File: src/core/elic_cfg.svh
`ifndef ELIC_CFG_SVH
`define ELIC_CFG_SVH
// Contract
// - Normal and wake-up modes share one output.
// - Normal path: edge select, mask, set, clear.
// - Wake mode output is OR of enabled wakes.
// - Wake enable and edge kept apart from normal.
// - Each source latched on its selected edge.
// - No free clock; read pulse drives synchroniser.
// - Latched bits ORed onto the output.
// - Status passes two read-clocked sync stages.
// - Output formed combinationally from latched bits.
// - Output held low while clear strobe asserted.
// - Output returns high when clear ends, pending.
// - Port A 3:0, port B 9:4, port C 17:10.
// - Mouse events 18-20, trackpad events 21-23.
// - Serial port 24-26, sources 27-31 reserved.
// - Audio events occupy sources 32 to 42.
// - USB 43-48, sockets 49-54, 55-63 reserved.
// - One flat controller, per-bit edge control.
// - Port inputs accept rising or falling edge.
// - Chosen sources stay active while asleep.
// - Clear bit one clears; zero leaves unchanged.
// - Mask resets to zero; only enabled assert.
// - Edge bit zero rising, one falling.
// - Mode bit one wake, zero normal.

`define ELIC_NSRC       64
`define ELIC_VALID_MASK 64'h007f_ffff_07ff_ffff
`define ELIC_LATCH_RST  64'h0000_0000_0000_0000
`define ELIC_MASK_RST   64'h0000_0000_0000_0000
`define ELIC_EDGE_RST   64'h0000_0000_0000_0000
`define ELIC_SET1_BASE  32
`define ELIC_POS_PORTA  0
`define ELIC_POS_MOUSE  18
`define ELIC_POS_PAD    21
`define ELIC_POS_SSP    24
`define ELIC_POS_AUDIO  32
`define ELIC_POS_USB    43
`define ELIC_POS_SOCKET 49
`define ELIC_SYNC_READS 2

`endif

File: src/core/elic_pkg.sv
`default_nettype none
package elic_pkg;

  typedef enum logic {
    ELIC_NORMAL,
    ELIC_WAKE
  } elic_mode_t;

  typedef enum logic [1:0] {
    ELIC_SYNC_EMPTY,
    ELIC_SYNC_HALF,
    ELIC_SYNC_FULL
  } elic_fill_t;

  typedef struct packed {
    logic        primed;
    logic [63:0] prevRaw;
    logic [63:0] latched;
  } elic_latch_t;

  typedef struct packed {
    logic [63:0] stage1;
    logic [63:0] stage2;
  } elic_sync_t;

  typedef struct packed {
    elic_fill_t fill;
  } elic_top_t;

endpackage
`default_nettype wire

File: src/core/elic_top.sv
`timescale 1ns/100ps
`default_nettype none
`include "elic_cfg.svh"

module elic_top (
  input  wire logic        clk,
  input  wire logic        rstn,
  input  wire logic [3:0]  portAPinEvents,
  input  wire logic [5:0]  portBPinEvents,
  input  wire logic [7:0]  portCPinEvents,
  input  wire logic        mouseTxEvent,
  input  wire logic        mouseRxEvent,
  input  wire logic        mouseStopErrorEvent,
  input  wire logic        padTxEvent,
  input  wire logic        padRxEvent,
  input  wire logic        padStopErrorEvent,
  input  wire logic        syncSerialTxEvent,
  input  wire logic        syncSerialRxEvent,
  input  wire logic        syncSerialOverrunEvent,
  input  wire logic        audioTxBuf0Done,
  input  wire logic        audioRxBuf0Done,
  input  wire logic        audioTxBuf1Done,
  input  wire logic        audioRxBuf1Done,
  input  wire logic        audioTxThresholdEvent,
  input  wire logic        audioRxThresholdEvent,
  input  wire logic        audioTxUnderrunEvent,
  input  wire logic        audioRxOverrunEvent,
  input  wire logic        audioLinkSentEvent,
  input  wire logic        audioLinkReadDoneEvent,
  input  wire logic        audioStatusTimeoutEvent,
  input  wire logic        usbPowerSenseEvent,
  input  wire logic        hostCtrlMainEventN,
  input  wire logic        hostCtrlBufferAccessEvent,
  input  wire logic        hostCtrlRemoteWakeEvent,
  input  wire logic        hostCtrlFrameEventN,
  input  wire logic        usbPortResumeEvent,
  input  wire logic        socket0ReadyEvent,
  input  wire logic        socket1ReadyEvent,
  input  wire logic        socket0DetectEvent,
  input  wire logic        socket1DetectEvent,
  input  wire logic        socket0StatusChangeEvent,
  input  wire logic        socket1StatusChangeEvent,
  input  wire logic [63:0] edgeSelect,
  input  wire logic [63:0] sourceMask,
  input  wire logic [63:0] wakeEdgeSelect,
  input  wire logic [63:0] wakeEnable,
  input  wire logic        wakeModeSel,
  input  wire logic        testRawSel,
  input  wire logic [63:0] testRaw,
  input  wire logic        setStrobe,
  input  wire logic [63:0] setBits,
  input  wire logic        clearStrobe,
  input  wire logic [63:0] clearBits,
  input  wire logic        readClockEn,
  output logic             intOut,
  output logic      [63:0] latchedSource,
  output logic      [63:0] syncedSourceStatus,
  output logic             statusValid
);

  // ----------------------------------------------------------------
  // Declarations
  // ----------------------------------------------------------------
  logic [1:0]            rstSync_q;
  logic                  rstnSync;
  logic [63:0]           pinSources;
  logic [63:0]           rawSource;
  logic [63:0]           wakeLatched;
  logic [63:0]           setEffective;
  logic [63:0]           clearEffective;
  logic                  normalAny;
  logic                  wakeAny;
  elic_pkg::elic_mode_t  mode;
  elic_pkg::elic_top_t   st_q;
  elic_pkg::elic_top_t   st_d;

  // ----------------------------------------------------------------
  // Reset release
  // ----------------------------------------------------------------
  always_ff @(posedge clk or negedge rstn) begin
    if (!rstn) begin
      rstSync_q <= 2'h0;
    end else begin
      rstSync_q <= {rstSync_q[0], 1'b1};
    end
  end

  assign rstnSync = rstSync_q[1];

  // ----------------------------------------------------------------
  // Source map
  // ----------------------------------------------------------------
  // Unused positions are tied low so they can never latch.
  assign pinSources = {
    9'h000,
    socket1StatusChangeEvent,
    socket0StatusChangeEvent,
    socket1DetectEvent,
    socket0DetectEvent,
    socket1ReadyEvent,
    socket0ReadyEvent,
    usbPortResumeEvent,
    hostCtrlFrameEventN,
    hostCtrlRemoteWakeEvent,
    hostCtrlBufferAccessEvent,
    hostCtrlMainEventN,
    usbPowerSenseEvent,
    audioStatusTimeoutEvent,
    audioLinkReadDoneEvent,
    audioLinkSentEvent,
    audioRxOverrunEvent,
    audioTxUnderrunEvent,
    audioRxThresholdEvent,
    audioTxThresholdEvent,
    audioRxBuf1Done,
    audioTxBuf1Done,
    audioRxBuf0Done,
    audioTxBuf0Done,
    5'h00,
    syncSerialOverrunEvent,
    syncSerialRxEvent,
    syncSerialTxEvent,
    padStopErrorEvent,
    padRxEvent,
    padTxEvent,
    mouseStopErrorEvent,
    mouseRxEvent,
    mouseTxEvent,
    portCPinEvents,
    portBPinEvents,
    portAPinEvents
  };

  // The test pattern replaces the pins ahead of the edge logic.
  assign rawSource = testRawSel ? (testRaw & `ELIC_VALID_MASK)
                                : pinSources;

  assign setEffective   = setStrobe ? setBits : `ELIC_LATCH_RST;
  assign clearEffective = clearStrobe ? clearBits : `ELIC_LATCH_RST;

  // ----------------------------------------------------------------
  // Edge latches
  // ----------------------------------------------------------------
  elic_edge_latch u_normalLatch (
    .clk     (clk),
    .rstn    (rstnSync),
    .rawIn   (rawSource),
    .fallSel (edgeSelect),
    .setBits (setEffective),
    .clrBits (clearEffective),
    .latched (latchedSource)
  );

  // Wake capture keeps its own edge choice and enable.
  elic_edge_latch u_wakeLatch (
    .clk     (clk),
    .rstn    (rstnSync),
    .rawIn   (rawSource),
    .fallSel (wakeEdgeSelect),
    .setBits (`ELIC_LATCH_RST),
    .clrBits (clearEffective),
    .latched (wakeLatched)
  );

  elic_status_sync u_statusSync (
    .clk       (clk),
    .rstn      (rstnSync),
    .readPulse (readClockEn),
    .latchedIn (latchedSource),
    .status    (syncedSourceStatus)
  );

  // ----------------------------------------------------------------
  // Output combine
  // ----------------------------------------------------------------
  assign mode = wakeModeSel ? elic_pkg::ELIC_WAKE
                            : elic_pkg::ELIC_NORMAL;

  assign normalAny = |(latchedSource & sourceMask
                       & `ELIC_VALID_MASK);
  assign wakeAny   = |(wakeLatched & wakeEnable
                       & `ELIC_VALID_MASK);

  // Pulling the pin low during a clear gives the host a fresh edge.
  always_comb begin
    intOut = 1'b0;
    if (!clearStrobe) begin
      case (mode)
        elic_pkg::ELIC_NORMAL: intOut = normalAny;
        elic_pkg::ELIC_WAKE:   intOut = wakeAny;
        default:               intOut = 1'b0;
      endcase
    end
  end

  // ----------------------------------------------------------------
  // Status fill tracking
  // ----------------------------------------------------------------
  // Status is trusted after two read pulses with no set or clear.
  always_comb begin
    st_d = st_q;
    if (setStrobe || clearStrobe) begin
      st_d.fill = elic_pkg::ELIC_SYNC_EMPTY;
    end else if (readClockEn) begin
      case (st_q.fill)
        elic_pkg::ELIC_SYNC_EMPTY: st_d.fill = elic_pkg::ELIC_SYNC_HALF;
        elic_pkg::ELIC_SYNC_HALF:  st_d.fill = elic_pkg::ELIC_SYNC_FULL;
        elic_pkg::ELIC_SYNC_FULL:  st_d.fill = elic_pkg::ELIC_SYNC_FULL;
        default:                   st_d.fill = elic_pkg::ELIC_SYNC_EMPTY;
      endcase
    end
  end

  always_ff @(posedge clk or negedge rstnSync) begin
    if (!rstnSync) begin
      st_q <= '0;
    end else begin
      st_q <= st_d;
    end
  end

  assign statusValid = (st_q.fill == elic_pkg::ELIC_SYNC_FULL);
endmodule
`default_nettype wire

File: src/core/elic_edge_latch.sv
`timescale 1ns/100ps
`default_nettype none
`include "elic_cfg.svh"

module elic_edge_latch (
  input  wire logic        clk,
  input  wire logic        rstn,
  input  wire logic [63:0] rawIn,
  input  wire logic [63:0] fallSel,
  input  wire logic [63:0] setBits,
  input  wire logic [63:0] clrBits,
  output logic      [63:0] latched
);

  elic_pkg::elic_latch_t st_q;
  elic_pkg::elic_latch_t st_d;
  logic [63:0]           edgeHit;

  // Edges are only trusted once a previous sample exists after reset.
  always_comb begin
    st_d    = st_q;
    edgeHit = `ELIC_LATCH_RST;
    if (st_q.primed) begin
      edgeHit = (fallSel & st_q.prevRaw & ~rawIn)
              | (~fallSel & ~st_q.prevRaw & rawIn);
    end
    st_d.primed  = 1'b1;
    st_d.prevRaw = rawIn;
    // A new edge or set beats a clear in the same cycle.
    st_d.latched = ((st_q.latched & ~clrBits) | edgeHit | setBits)
                 & `ELIC_VALID_MASK;
  end

  always_ff @(posedge clk or negedge rstn) begin
    if (!rstn) begin
      st_q <= '0;
    end else begin
      st_q <= st_d;
    end
  end

  assign latched = st_q.latched;

endmodule
`default_nettype wire

File: src/core/elic_status_sync.sv
`timescale 1ns/100ps
`default_nettype none
`include "elic_cfg.svh"

module elic_status_sync (
  input  wire logic        clk,
  input  wire logic        rstn,
  input  wire logic        readPulse,
  input  wire logic [63:0] latchedIn,
  output logic      [63:0] status
);

  elic_pkg::elic_sync_t st_q;
  elic_pkg::elic_sync_t st_d;

  // Both stages only move while the read clock is let through.
  always_comb begin
    st_d = st_q;
    if (readPulse) begin
      st_d.stage1 = latchedIn;
      st_d.stage2 = st_q.stage1;
    end
  end

  always_ff @(posedge clk or negedge rstn) begin
    if (!rstn) begin
      st_q <= '0;
    end else begin
      st_q <= st_d;
    end
  end

  assign status = st_q.stage2 & `ELIC_VALID_MASK;

endmodule
`default_nettype wire

File: config.mk
export PLATFORM = sky130hd
export DESIGN_NAME = elic_top
export DESIGN_NICKNAME = d
export VERILOG_FILES = /design/src/core/elic_pkg.sv /design/src/core/elic_top.sv /design/src/core/elic_edge_latch.sv /design/src/core/elic_status_sync.sv
export VERILOG_INCLUDE_DIRS = /design/src /design/src/core
export SDC_FILE = /design/constraint.sdc
export NUM_CORES = 1
export LEC_CHECK = 0
export ABC_AREA = 0
export BUFFER_PORTS_ARGS = -buffer_cell sky130_fd_sc_hd__buf_4
export CAP_MARGIN = 20
export CORE_AREA = 2 2 246 248
export CTS_CLUSTER_SIZE = 14
export DETAILED_ROUTE_END_ITERATION = 8
export DIE_AREA = 0 0 248 250
export SYNTH_ARGS = -nofsm -noshare
export SYNTH_HDL_FRONTEND = slang
export SYNTH_SLANG_ARGS = --single-unit
File: constraint.sdc
create_clock -name clk -period 10.2 [get_ports clk]
set_input_delay 1.53 -clock clk [delete_from_list [all_inputs] [get_ports clk]]
set_output_delay 1.53 -clock clk [all_outputs]
set_load 0.01 [all_outputs]
==> impl_metrics.json <==
{
  "first_iter_violations": 515,
  "io_buffers": 508,
  "max_slew_margin_pct": 40.3,
  "cp_num_buf_inv": 2,
  "worstMarginPinSlew_ns": 0.895,
  "numCtsBuffers": 29,
  "wirelength_um": 51800,
  "min_path_type": "flip-flop to flip-flop",
  "rsz0062_at_grt": "no",
  "antenna_found_initial": 3,
  "start_util_pct": 21.9,
  "io_pins": 635,
  "postCtsSetupBuffers": 0,
  "p_seq_share_pct": 44.1,
  "hold_buffers": 0,
  "min_period_over_period_pct": 52.4,
  "syn_to_final_growth_pct": 36.3,
  "placed_cells": 2403,
  "yosysSeqAreaShare_pct": 48.9,
  "ant_nets": 0,
  "fmax_ghz": 0.187,
  "cts_tree": "yes",
  "cap_viol_max_count": 0,
  "drc": 0,
  "die_height_um": 250,
  "grt_pass1_wl_um": 71700,
  "routedWlPerCell_um": 21.1,
  "cp_slowest_cell": "a221oi_1",
  "first_pass_iters": 4,
  "synth_area_leaders": "dfrtp_1 49%, mux2_2 8.6%, buf_4 7.4%",
  "dieArea_um2": 62000,
  "skew_ns": 0.0114,
  "grt_max_degree": 74,
  "cts.clk_slew.worst_paths_ns": 0.06,
  "crit_top_cell": "buf_4",
  "syn_inst": 1244,
  "tns_ns": 0,
  "core_um2": 59600,
  "cts_resized": 0,
  "start_kind": "primary input",
  "crit_path_max_fanout": 1,
  "hold_violations": 0,
  "switching_share_pct": 29.2,
  "post-place-ws_ns": 4.69,
  "hpwl_um": 41500,
  "p_per_area_nw_per_um2": 170,
  "finalNonFillerCells": 2459,
  "setup-violations-final": 0,
  "yosys.area.top_type_share_pct": 48.9,
  "via_per_inst": 4.39,
  "required_ns": 8.67,
  "cp.arrival_ns": 3.82,
  "status": "completed",
  "slew_viol_final": 0,
  "fillers": 6195,
  "synth_cell_type_count": 25,
  "worst_setup_path_end_kind": "output pin",
  "drive_above_1_share_pct": 42.6,
  "p_leak_nw": 8.46,
  "syn_area_um2": 13100,
  "yosysTopAreaCell": "dfrtp_1",
  "power_frac_comb_pct": 21.2,
  "worstSkewPairLatency_ns": 0.56,
  "grt-ovfl-total": 0,
  "cpPeakStageDelay_ns": 0.67,
  "die_x_um": 248,
  "timing.final.ws_setup_ns": 4.85,
  "vdd_ir_drop_max_uv": 178,
  "cts_sinks": 255,
  "crit_family": "simple AND/OR/NAND/NOR gates",
  "rows": 90,
  "avgSynthCellArea_um2": 10.5,
  "via_count": 10807,
  "yosys_warnings": 0,
  "p_int_mw": 2.14,
  "yosys_register_bits": 255,
  "final_cell_mix": "516 x buf_4, 253 x dfrtp_1, 201 x nand2_1, 103 x nor3_1",
  "layout.cells.most_common": "buf_4",
  "path_cells": "buf_4, a22o_1, a221oi_1, nand4_1, nor4_1, nor3_1, buf_4",
  "htreeDepth": 1,
  "grt_usage_pct": 16.0,
  "min_period_ns": 5.35,
  "grt_pass1_vias": 11043,
  "pwr-share-clk_pct": 34.7,
  "clockRootBuffer": "clkbuf_16",
  "critPathKind": "primary input to output pin",
  "nNetsFinal": 2160,
  "clockBufferDepth": 3,
  "gp_congestion": 0.868,
  "power.switching_mw": 0.884
}
cell usage after synthesis:
cell,n
conb_1,2
a21oi_1,1
mux2_2,100
mux2i_4,17
nor3_1,103
nand4_1,8
o21ai_1,100
and3_1,100
buf_4,128
buf_6,1
a222oi_1,2
a221oi_1,19
a22oi_1,58
clkbuf_1,21
inv_1,52
buf_2,12
dfrtp_1,255
buf_12,5
nor4_1,2
mux2i_2,33
buf_1,1
nand2_1,201
mux2i_1,2
a22o_1,19
ha_1,2
flip-flops by register name (all words and copies together), names as in the netlist:
| signal | cells |
|---|---|
| u_wakeLatch.st_q | 51 |
| u_normalLatch.latched | 50 |
| u_statusSync.st_q | 50 |
| u_statusSync.status | 50 |
| u_wakeLatch.latched | 50 |
| rstSync_q | 2 |
| st_q | 2 |
worst register-to-register path, stage by stage (launching register included):
cell and delay (ns):
dfrtp_4 0.87, buf_4 0.77, buf_4 0.83
path summary, 6_finish.rpt:
kind	from	endpoint	slack, ns	cells after the start
min	rstSync_q[0]	rstSync_q[1]	0.35	0
max reg2reg	rstSync_q[1]	u_statusSync.status[50]	7.65	2
max	wakeEnable[14]	intOut	4.85	7
min in group asynchronous	rstSync_q[1]	u_wakeLatch.latched[13]	0.37	0
max in group asynchronous	rstSync_q[1]	u_statusSync.status[50]	7.65	2
min reg2reg	rstSync_q[0]	rstSync_q[1]	0.35	0
final cells by class:
cell class	count	area, µm²	area share (%)
Clock inverter	6	80.1	0.450
Multi-Input combinational cell	797	5370	30.2
Inverter	52	195	1.10
Timing Repair Buffer	518	3910	22.0
Tap cell	782	978	5.50
Clock buffer	45	866	4.86
Sequential cell	255	6390	35.9
Antenna cell	4	10.0	0.0562
cell families (layout without fill, tap and decap cells):
family	Yosys count	after routing	share of synthesized area, %
AOI/OAI and AO/OA	199	199	9.91
adders and majority gates	2	2	0.192
muxes	152	152	15.2
buffers and inverters	220	621	10.8
and+or+nand+nor	414	414	15.0
DFF	255	255	48.9
other	2	34	0.0575
power groups by stage:
stage	combinational (mW)	clock [mW]	sequential, mW
finish	0.640	1.05	1.33
floorplan	0.410	0	1.27
global route	0.696	1.12	1.36
detailed placement	0.649	0	1.36
global placement	0.636	0	1.35
CTS	0.651	1.09	1.34
stage by stage:
stage	power (mW)	util (%)	hold WS, ns	instance area [µm²]
6_report	3.02	29.9	0.348	17800
5_1_grt	3.18	29.9	0.371	17800
4_1_cts	3.08	29.8	0.351	17800
3_5_place_dp	2.01	28.2	0.337	16800
3_3_place_gp	1.99	28.2	0.341	16800
2_1_floorplan	1.68	-	0.331	13200
routing by layer:
metal,GRT usage [%],wire length (µm)
met5,0,13
met4,3.83,1310
met3,3.57,3490
met2,28.4,25500
met1,19.5,21500
Power figures use the tool's default switching activity.
